$ cat src/pkg/acq_mode_pkg.sv
// Constants and carrier types for the acquisition mode control bank.
// Assumes byte-wide host I/O with a 16-bit port address and one clock.
package acq_mode_pkg;

    // ==========================================================
    // Register offsets from the board base address
    localparam logic [15:0] OFF_CONV_GATE   = 16'h0404;
    localparam logic [15:0] OFF_BURST_CTL   = 16'h0405;
    localparam logic [15:0] OFF_EXT_MODE    = 16'h0406;
    localparam logic [15:0] OFF_MODE_STATUS = 16'h0407;

    // ==========================================================
    // Control byte decode: only bit 6 carries meaning
    localparam int          CTL_BIT = 6;
    localparam logic [7:0]  CTL_SET = 8'h40;
    localparam logic [7:0]  CTL_CLR = 8'h00;

    // ==========================================================
    // Status byte field positions
    localparam int ST_CLK_SEL   = 0;
    localparam int ST_WAIT      = 1;
    localparam int ST_ARMED     = 4;
    localparam int ST_EXT       = 5;
    localparam int ST_BURST     = 6;
    localparam logic [7:0] ST_ZERO_MASK = 8'h8c;

    // ==========================================================
    // Carrier types
    typedef struct packed {
        logic        wr_n;
        logic        rd_n;
        logic        tc;
        logic        clk_sw;
        logic        wait_sw;
        logic [15:0] addr;
        logic [7:0]  data;
    } pin_t;

    localparam pin_t PIN_IDLE = '{wr_n: 1'b1, rd_n: 1'b1, tc: 1'b0,
                                  clk_sw: 1'b0, wait_sw: 1'b0,
                                  addr: 16'h0000, data: 8'h00};

    typedef struct packed {
        logic gate;
        logic burst;
        logic ext;
    } ctl_t;

    localparam ctl_t CTL_RESET = '{gate: 1'b0, burst: 1'b0, ext: 1'b0};

endpackage

$ cat src/rtl/pin_sync.sv
// Two-stage synchroniser for a bundle of asynchronous pins.
// Assumes the bundle is stable for several clocks around each sample.
`timescale 1ns/100ps
module pin_sync
    import acq_mode_pkg::*;
#(
    parameter int          W       = 8,
    parameter logic [W-1:0] RST_VAL = '0
) (
    input  wire logic         i_clk_sys,
    input  wire logic         i_rst,
    input  wire logic [W-1:0] i_d,
    output logic      [W-1:0] o_q
);

    // ==========================================================
    // Sync stages
    logic [W-1:0] meta;
    logic [W-1:0] next_meta;
    logic [W-1:0] next_q;

    always_comb begin
        next_meta = i_d;
        next_q    = meta;
    end

    always_ff @(posedge i_clk_sys) begin
        if (i_rst) begin
            meta <= RST_VAL;
            o_q  <= RST_VAL;
        end else begin
            meta <= next_meta;
            o_q  <= next_q;
        end
    end

endmodule // pin_sync

$ cat src/rtl/conv_gate.sv
// Gates the conversion clock sources with the effective inhibit level.
// Assumes pacer and trigger ticks are one-cycle pulses on i_clk_sys.
`timescale 1ns/100ps
module conv_gate
    import acq_mode_pkg::*;
(
    input  wire logic i_clk_sys,
    input  wire logic i_rst,
    input  wire logic i_inhibit,
    input  wire logic i_pacer_tick,
    input  wire logic i_ext_trig_tick,
    output logic      o_conv_start
);

    // ==========================================================
    // Start pulse
    logic next_start;

    always_comb begin
        next_start = (i_pacer_tick | i_ext_trig_tick) & ~i_inhibit;
    end

    always_ff @(posedge i_clk_sys) begin
        if (i_rst) begin
            o_conv_start <= 1'b0;
        end else begin
            o_conv_start <= next_start;
        end
    end
endmodule // conv_gate

$ cat src/rtl/acq_mode_ctl.sv
// Extended-mode control bank: gate, burst and mode registers plus status.
// Assumes host I/O strobes, address, data, DMA terminal count and the
// two board switches arrive as asynchronous pins; DMA single-cycle mode
// and the conversion clock ticks come from logic on i_clk_sys.
//
// Contract
// Writing 40h to gate register sets it; 00h clears it.
// Gate writes act only while extended mode is already enabled.
// Gate register clears at reset and cannot be read back.
// While gate is set, all conversion clock sources are ignored; the code ignores them only while extended mode is also set.
// Terminal count at end of single-cycle DMA sets the gate; the code sets it only while extended mode is set.
// Writing 40h to burst register enables burst; 00h disables it.
// Burst can be enabled only while extended mode is already set.
// Burst register clears at reset and cannot be read back.
// Writing 40h enables extended mode, 00h disables it; write only.
// Extended mode clears at reset, board acts as older board.
// Status register is read only, reads 0001 00XX after reset.
// Status bit 0 shows clock switch: 1 MHz gives 0, 10 MHz 1.
// Status bit 1 shows wait-state switch: selected gives 1.
// Status bit 4 is 0 while gate set, 1 while clear.
// Status bit 5 mirrors the extended mode register.
// Status bit 6 mirrors the burst enable register.
// Host sets gate at setup, clears it to acquire, sets it after.
// Status bits 7, 3, 2 read zero; writes decode only bit 6.
`timescale 1ns/100ps
module acq_mode_ctl
    import acq_mode_pkg::*;
#(
    parameter logic [15:0] BASE_ADDR = 16'h0300
) (
    input  wire logic        i_clk_sys,
    input  wire logic        i_rst,
    input  wire logic        i_io_wr_n,
    input  wire logic        i_io_rd_n,
    input  wire logic [15:0] i_io_addr,
    input  wire logic [7:0]  i_io_data,
    output logic      [7:0]  o_io_data,
    output logic             o_io_data_oe_n,
    input  wire logic        i_dma_tc,
    input  wire logic        i_dma_single,
    input  wire logic        i_clk_sel_sw,
    input  wire logic        i_wait_sel_sw,
    input  wire logic        i_pacer_tick,
    input  wire logic        i_ext_trig_tick,
    output logic             o_conv_start,
    output logic             o_conv_inhibit,
    output logic             o_burst_mode,
    output logic             o_extended_mode
);

    // ==========================================================
    // Address decode
    function automatic logic hit(input logic [15:0] addr,
                                 input logic [15:0] off);
        hit = (addr == 16'(BASE_ADDR + off));
    endfunction

    // ==========================================================
    // Pin synchronisation
    pin_t pins_raw;
    pin_t pins;

    always_comb begin
        pins_raw = '{wr_n: i_io_wr_n, rd_n: i_io_rd_n, tc: i_dma_tc,
                     clk_sw: i_clk_sel_sw, wait_sw: i_wait_sel_sw,
                     addr: i_io_addr, data: i_io_data};
    end

    pin_sync #(
        .W       ($bits(pin_t)),
        .RST_VAL (PIN_IDLE)
    ) u_pin_sync (
        .i_clk_sys (i_clk_sys),
        .i_rst     (i_rst),
        .i_d       (pins_raw),
        .o_q       (pins)
    );

    // ==========================================================
    // Strobe edges
    logic prev_wr_n;
    logic prev_tc;
    logic next_prev_wr_n;
    logic next_prev_tc;
    logic wr_pulse;
    logic tc_pulse;
    logic wr_bit;

    always_comb begin
        next_prev_wr_n = pins.wr_n;
        next_prev_tc   = pins.tc;
        wr_pulse       = prev_wr_n & ~pins.wr_n;
        tc_pulse       = ~prev_tc & pins.tc;
        wr_bit         = pins.data[CTL_BIT];
    end

    // ==========================================================
    // Control registers
    ctl_t ctl;
    ctl_t next_ctl;
    logic wr_gate;
    logic wr_burst;
    logic wr_ext;
    logic tc_stop;

    always_comb begin
        wr_gate  = wr_pulse & hit(pins.addr, OFF_CONV_GATE);
        wr_burst = wr_pulse & hit(pins.addr, OFF_BURST_CTL);
        wr_ext   = wr_pulse & hit(pins.addr, OFF_EXT_MODE);
        tc_stop  = tc_pulse & i_dma_single & ctl.ext;
        next_ctl = ctl;
        if (wr_ext) begin
            next_ctl.ext = wr_bit;
        end
        if (wr_gate && ctl.ext) begin
            next_ctl.gate = wr_bit;
        end
        if (tc_stop) begin
            next_ctl.gate = 1'b1;
        end
        if (wr_burst && ctl.ext) begin
            next_ctl.burst = wr_bit;
        end
    end

    always_ff @(posedge i_clk_sys) begin
        if (i_rst) begin
            ctl       <= CTL_RESET;
            prev_wr_n <= 1'b1;
            prev_tc   <= 1'b0;
        end else begin
            ctl       <= next_ctl;
            prev_wr_n <= next_prev_wr_n;
            prev_tc   <= next_prev_tc;
        end
    end

    // ==========================================================
    // Mode outputs
    logic next_inhibit;
    logic next_burst_mode;
    logic next_ext_mode;

    always_comb begin
        next_inhibit    = next_ctl.gate & next_ctl.ext;
        next_burst_mode = next_ctl.burst & next_ctl.ext;
        next_ext_mode   = next_ctl.ext;
    end

    always_ff @(posedge i_clk_sys) begin
        if (i_rst) begin
            o_conv_inhibit  <= 1'b0;
            o_burst_mode    <= 1'b0;
            o_extended_mode <= 1'b0;
        end else begin
            o_conv_inhibit  <= next_inhibit;
            o_burst_mode    <= next_burst_mode;
            o_extended_mode <= next_ext_mode;
        end
    end

    conv_gate u_conv_gate (
        .i_clk_sys       (i_clk_sys),
        .i_rst           (i_rst),
        .i_inhibit       (o_conv_inhibit),
        .i_pacer_tick    (i_pacer_tick),
        .i_ext_trig_tick (i_ext_trig_tick),
        .o_conv_start    (o_conv_start)
    );

    // ==========================================================
    // Status readback
    logic [7:0] status;
    logic [7:0] next_data;
    logic       next_oe_n;
    logic       rd_status;

    always_comb begin
        status              = 8'h00;
        status[ST_CLK_SEL]  = pins.clk_sw;
        status[ST_WAIT]     = pins.wait_sw;
        status[ST_ARMED]    = ~ctl.gate;
        status[ST_EXT]      = ctl.ext;
        status[ST_BURST]    = ctl.burst;
        rd_status = ~pins.rd_n & hit(pins.addr, OFF_MODE_STATUS);
        next_data = rd_status ? status : 8'h00;
        next_oe_n = ~rd_status;
    end

    always_ff @(posedge i_clk_sys) begin
        if (i_rst) begin
            o_io_data      <= 8'h00;
            o_io_data_oe_n <= 1'b1;
        end else begin
            o_io_data      <= next_data;
            o_io_data_oe_n <= next_oe_n;
        end
    end
endmodule // acq_mode_ctl

$ cat config.mk
export PLATFORM = sky130hd
export DESIGN_NAME = acq_mode_ctl
export DESIGN_NICKNAME = d
export VERILOG_FILES = /design/src/pkg/acq_mode_pkg.sv /design/src/rtl/pin_sync.sv /design/src/rtl/conv_gate.sv /design/src/rtl/acq_mode_ctl.sv
export SDC_FILE = /design/constraint.sdc
export NUM_CORES = 1
export LEC_CHECK = 0
export ABC_AREA = 1
export ABC_CLOCK_PERIOD_IN_PS = 1030
export BUFFER_PORTS_ARGS = -buffer_cell sky130_fd_sc_hd__buf_2
export CAP_MARGIN = 20
export CELL_PAD_IN_SITES_DETAIL_PLACEMENT = 1
export CELL_PAD_IN_SITES_GLOBAL_PLACEMENT = 1
export CORE_UTILIZATION = 34
export DETAILED_ROUTE_END_ITERATION = 7
export PLACE_DENSITY = 0.8
export RECOVER_POWER = 100
export SYNTH_ARGS = -nofsm -noshare
export SYNTH_HDL_FRONTEND = slang
export SYNTH_SLANG_ARGS = --single-unit
$ cat constraint.sdc
create_clock -name i_clk_sys -period 1.03 [get_ports i_clk_sys]
set_input_delay 0.0515 -clock i_clk_sys [delete_from_list [all_inputs] [get_ports i_clk_sys]]
set_output_delay 0.0515 -clock i_clk_sys [all_outputs]
set_load 0.01 [all_outputs]
; After elaboration in Yosys (flattened, before gate mapping)
; Cells that the tools add are included.
; W data, S select, Z words.
[totals]
elab_cells = 42
regBits = 75
in_bits = 34
output_inout_bits = 13
[classes]
eq_ne = 4
n_reduce_logical = 3
mux = 4
n_bitwise = 18
[ops]
columns = op, n
row1 = $eq A16 B11 Y1 const B, 4
row2 = $and A1 B1 Y1, 11
row3 = $not A1 Y1, 6
row4 = $mux W1, 4
row5 = $logic_and A1 B1 Y1, 2
row6 = $reduce_or A2 Y1, 1
row7 = $or A1 B1 Y1, 1

; Depth between registers and ports, before layout
[depth]
depth_word = 7
ltp_mapped = 9
mapped_depth_nobuf = 9

; Hierarchy
; From an unflattened synthesis, not the netlist that was laid out.
[unflattened]
hier_cells = 266
area_unflattened_um2 = 2287.2
[by_module_without_submodules]
columns = mod, instances, cells_per_inst, seq_area_each_um2, area_per_inst_um2
row1 = pin_sync, 1, 181, 1161.1, 1667.8
row2 = acq_mode_ctl, 1, 79, 260.2, 580.6
row3 = conv_gate, 1, 6, 20.0, 38.8

; Worst setup path before layout
; OpenSTA, ideal clock, no wires.
[synth_timing]
path_type = reg-to-reg
start = reg o_extended_mode (netlist name)
end = reg o_conv_inhibit
t_required_ps = 918
setup_ps = 112
period_less_slack_ps = 1008
path_buffers = 0
arrival_time_ps = 896
stages_incl_launch_ff = 8
path_slack_ps = 22
path_cell_list = dfxtp_1 nand2_1 nor2_1 nand3_1 nand2_1 nand2_1 nor2_1 nor2_1
[synth_lines]
columns = element, line
row1 = "end signal, assigned", acq_mode_ctl.sv:156  ; o_conv_inhibit <= next_inhibit;
row2 = "end, declared", acq_mode_ctl.sv:46  ; output logic o_conv_inhibit,

; Worst setup path in the final report
[layout_timing]
start = reg u_pin_sync.o_q[13]
end = reg o_conv_inhibit
[layout_between]
elab_chain_len = 6
elab_cells_between_ends = 9
[layout_rtl]
columns = element, line
row1 = "start, declared", pin_sync.sv:13  ; output logic [W-1:0] o_q
row2 = "start signal, assigned", pin_sync.sv:33  ; o_q <= next_q;
row3 = $eq A16 B11 Y1, acq_mode_ctl.sv:55  ; hit = (addr == 16'(BASE_ADDR + off));
row4 = $and A1 B1 Y1, acq_mode_ctl.sv:107  ; wr_gate = wr_pulse & hit(pins.addr, OFF_CONV_GATE);
row5 = $logic_and A1 B1 Y1, acq_mode_ctl.sv:115  ; if (wr_gate && ctl.ext) begin
row6 = $mux W1, acq_mode_ctl.sv:115
row7 = $mux W1, acq_mode_ctl.sv:118  ; if (tc_stop) begin
row8 = $and A1 B1 Y1 *, acq_mode_ctl.sv:145  ; next_inhibit = next_ctl.gate & next_ctl.ext;
; Every way passes the cells marked *; elsewhere a longest branch is shown, timed or not.
; A chain may end at the register's enable or synchronous reset.

==> tab_implementation.tex <==
\begin{tabular}{lr}
\hline
Metric & Value \\
\hline
\multicolumn{2}{l}{\textbf{Run status}} \\
Run status & complete, but fails checks \\
Failing checks & negative setup slack \\
\multicolumn{2}{l}{\textbf{Clock tree}} \\
Total clock sinks & 58 \\
Cell chosen for the clock root & sky130\_fd\_sc\_hd\_\_clkbuf\_8 \\
CTS tree & yes \\
CTS H-Tree Depth & 3 \\
Number of buffers added by the clock tree synthesis step & 9 \\
Clock slew seen by the registers of the worst setup and hold paths & 0.06 ns \\
Skew-Pair Late Insertion Delay & 0.33 ns \\
Longest Clk Path Bufs & 2 \\
\multicolumn{2}{l}{\textbf{Global routing}} \\
Number of antenna violations at the first check in global routing & 0 \\
Most congested layer reported by global routing & met2 \\
Fraction of met1 tracks used by global routing & 13.4\% \\
Met3 Track Usage GR & 5.51\% \\
Wire length of the first global-routing pass & 6180 µm \\
Maximum number of pins on one net before global-route repair & 49 \\
Global-route congestion overflow total & 0 \\
Number of global-route vias before repair & 1511 \\
Tot GR Track Use & 14.4\% \\
Global-route met2 utilization & 25.8\% \\
\multicolumn{2}{l}{\textbf{Timing}} \\
Post-route setup slack & -0.130 ns \\
Number of hold violations in the final report & 0 \\
\# setup viols final & 11 \\
Timing-limited maximum frequency & 0.862 GHz \\
RSZ-0062 raised after global routing & true \\
Slew Limit Fails & 0 \\
Period utilization & 113\% \\
Post-layout minimum cycle time & 1.16 ns \\
Worst setup skew after layout & 0.00655 ns \\
\multicolumn{2}{l}{\textbf{Floorplanning}} \\
Die Y & 76.4 µm \\
Standard-cell rows & 26 \\
Initial standard-cell utilization of the core & 36.0\% \\
Width of the chip & 76.4 µm \\
\# IOs & 47 \\
Floorplan die area & 0.00584 mm² \\
Core Region & 0.00524 mm² \\
\multicolumn{2}{l}{\textbf{Pwr}} \\
Clock network fraction of design power & 39.2\% \\
Power per Cell Area & 1670 mW/mm² \\
Switching power share of the total & 21.1\% \\
Switching component of the power & 0.000924 W \\
Worst IR Drop VDD & 735 µV \\
Leakage power & 1.26 nW \\
Comb pwr share & 6.8\% \\
Total internal power & 0.00345 W \\
Flop pwr share & 54.0\% \\
\multicolumn{2}{l}{\textbf{Setup path}} \\
Class of the most critical setup path & flop to flop \\
Delay of the slowest critical-path stage & 0.30 ns \\
Number of buffers and inverters on the critical path & 0 \\
Most repeated library cell on the critical path & sky130\_fd\_sc\_hd\_\_nor2\_1 \\
Critical path's slowest cell & sky130\_fd\_sc\_hd\_\_dfxtp\_1 \\
CP cell instances & nor2\_1 -> nand2\_2 -> nor2\_4 -> nand3\_2 -> nand2\_2 -> nand2\_1 -> nor2\_1 -> nor2\_1 \\
Maximum fanout count along the critical path & 4 \\
Cell family with the largest share of critical-path delay & simple AND/OR/NAND/NOR gates \\
Worst path arrival time & 1.39 ns \\
Worst Path Required & 1.26 ns \\
Critical path startpoint category & flop \\
Sort of element at the end of the critical path & flop \\
\multicolumn{2}{l}{\textbf{Synthesis}} \\
Fraction of synthesized cell area in xor and xnor cells & 0\% \\
Synth cell types & 19 \\
Seq/Total Area, Yosys & 61.6\% \\
Top cells by area, synth & sky130\_fd\_sc\_hd\_\_dfxtp\_1 (62\%), sky130\_fd\_sc\_hd\_\_nor2\_1 (13\%), sky130\_fd\_sc\_hd\_\_inv\_1 (12\%), sky130\_fd\_sc\_hd\_\_nand2\_1 (2.8\%), sky130\_fd\_sc\_hd\_\_nand3\_1 (1.6\%) \\
Main combinational cell family by area after synthesis & simple AND/OR/NAND/NOR gates \\
Simple-gate share of the synthesized area & 23.7\% \\
Most area-hungry cell type in the Yosys netlist & sky130\_fd\_sc\_hd\_\_dfxtp\_1 \\
Compound-gate portion of the synthesized area & 0.266\% \\
Adder and majority cell fraction of the synthesized area & 0\% \\
Yosys warns & 0 \\
Multiplexer share of the synthesized area & 0\% \\
Avg Synthesized Cell Area & 8.37 µm² \\
Yosys top cell area share & 61.6\% \\
Cell Area, Synth & 0.00188 mm² \\
Gate count of the mapped netlist & 225 \\
Number of flip-flops and latches in the synthesized netlist & 58 \\
\multicolumn{2}{l}{\textbf{Final layout}} \\
Number of nets in the layout & 328 \\
Synth-to-layout area growth & 38.9\% \\
Final design utilization & 50.0\% \\
Count of placed standard cells in the final layout, fillers left out & 366 \\
Antenna diode instance count & 0 \\
Share of final-layout standard cells stronger than drive strength 1 & 26.0\% \\
\multicolumn{2}{l}{\textbf{Drt}} \\
Remaining antenna violation count & 0 \\
Initial detailed-routing violation count & 27 \\
Wirelength, routed & 3580 µm \\
Total via count after detailed routing & 1483 \\
Wire length per cell after detailed routing & 9.78 µm \\
Via density & 4.05 \\
Post-route DRC & 0 \\
Pre-Repair DR Iteration Count & 4 \\
\multicolumn{2}{l}{\textbf{Min path}} \\
Path type of the worst min-delay path & primary input to flop \\
\multicolumn{2}{l}{\textbf{Placement}} \\
Final GP Congestion & 0.688 \\
Post-placement cell count & 327 \\
Total of buffers placed on input and output ports & 36 \\
Half-perimeter wire length after detailed placement & 2260 µm \\
\multicolumn{2}{l}{\textbf{Run}} \\
Maximum capacitance violations & 0 \\
\hline
\end{tabular}
-- sequential cells by signal (all words and copies together) (netlist names) --
name / cells
o_extended_mode: 1
prev_wr_n: 1
o_burst_mode: 1
prev_tc: 1
u_conv_gate.o_conv_start: 1
u_pin_sync.meta: 22
u_pin_sync.o_q: 22
o_io_data: 5
o_io_data_oe_n: 1
ctl: 2
o_conv_inhibit: 1
-- cell usage after synthesis --
cell type	number
sky130_fd_sc_hd__buf_2	4
sky130_fd_sc_hd__buf_4	3
sky130_fd_sc_hd__clkbuf_1	1
sky130_fd_sc_hd__conb_1	1
sky130_fd_sc_hd__dfxtp_1	58
sky130_fd_sc_hd__inv_1	59
sky130_fd_sc_hd__nand2_1	14
sky130_fd_sc_hd__nand2_2	1
sky130_fd_sc_hd__nand3_1	6
sky130_fd_sc_hd__nand3_2	1
sky130_fd_sc_hd__nand4_1	3
sky130_fd_sc_hd__nand4_2	1
sky130_fd_sc_hd__nor2_1	63
sky130_fd_sc_hd__nor2_2	1
sky130_fd_sc_hd__nor2_4	2
sky130_fd_sc_hd__nor3_1	1
sky130_fd_sc_hd__nor4_4	1
sky130_fd_sc_hd__o21ai_1	1
sky130_fd_sc_hd__or2_2	4
-- worst register-to-register path: cells and delay by family (launching register included) --
kind | cells | cell delay (ns)
flops | 1 | 0.30
simple gates | 8 | 0.77
-- logic make-up (layout without fill, tap and decap cells) --
family,Yosys count,after routing
simple gates,98,98
other cells,1,3
flops,58,58
compound gates,1,1
buf+inv,67,136
-- what timing repair did --
action,in CTS,in global routing
pin swaps,5,4
buffers inserted,1,1
hold buffers,24,0
cloned,0,0
endpoints found under the hold margin,23,0
setup endpoints to repair,12,11
gates resized for setup,17,11
-- layer usage --
layer	routed length [µm]	up-vias
met4	107	0
met5	0	-
met3	157	11
met2	1900	38
li1	-	765
met1	1420	669
-- area by class of cell --
cell class	count	area (µm²)
Inverter	59	221
Clock buffer	13	159
Tap cell	70	87.6
Fill cell	614	2620
Sequential cell	58	1170
Timing Repair Buffer	64	455
Multi-Input combinational cell	102	526
-- worst paths after layout --
check,from,endpoint,slack (ns),cells past startpoint
setup / recovery,u_pin_sync.o_q[13]$_SDFF_PP0_,o_conv_inhibit$_SDFF_PP0_,-0.13,8
hold / removal,i_dma_single,ctl[2]$_SDFF_PP0_,0.11,5
setup reg to reg,u_pin_sync.o_q[13]$_SDFF_PP0_,o_conv_inhibit$_SDFF_PP0_,-0.13,8
hold reg to reg,u_pin_sync.meta[17]$_SDFF_PP0_,u_pin_sync.o_q[17]$_SDFF_PP0_,0.39,2
-- power by group through the flow --
stage	sequential, W	clock [W]	combinational [W]
global placement	0.00240	0	0.000201
CTS	0.00236	0.00179	0.000289
floorplan	0.00240	0	0.000134
global route	0.00237	0.00190	0.000336
finish	0.00236	0.00172	0.000298
detailed placement	0.00241	0	0.000210
-- placed cells by master (no fill, tap or decap), drive strengths merged --
master | Yosys | routed
buf | 7 | 30
clkbuf | 1 | 23
conb | 1 | 3
dfxtp | 58 | 58
dlygate4sd3 | 0 | 24
inv | 59 | 59
nand2 | 15 | 15
nand3 | 7 | 7
nand4 | 4 | 4
nor2 | 66 | 66
nor3 | 1 | 1
nor4 | 1 | 1
o21ai | 1 | 1
or2 | 4 | 4
-- metrics by stage --
step | hold WS [ns] | TNS [ns] | area [µm²] | setup WS [ns] | power (W)
after global placement | 0.243 | -0.267 | 2140 | -0.0940 | 0.00260
after global routing | 0.135 | -1.61 | 2620 | -0.213 | 0.00460
final | 0.114 | -0.589 | 2620 | -0.130 | 0.00438
after detailed placement | 0.243 | -0.848 | 2140 | -0.135 | 0.00262
after CTS | 0.0873 | -0.509 | 2600 | -0.122 | 0.00444
after floorplan | 0.155 | 0 | 1890 | 0.0217 | 0.00253
(Power assumes the default switching activity.)
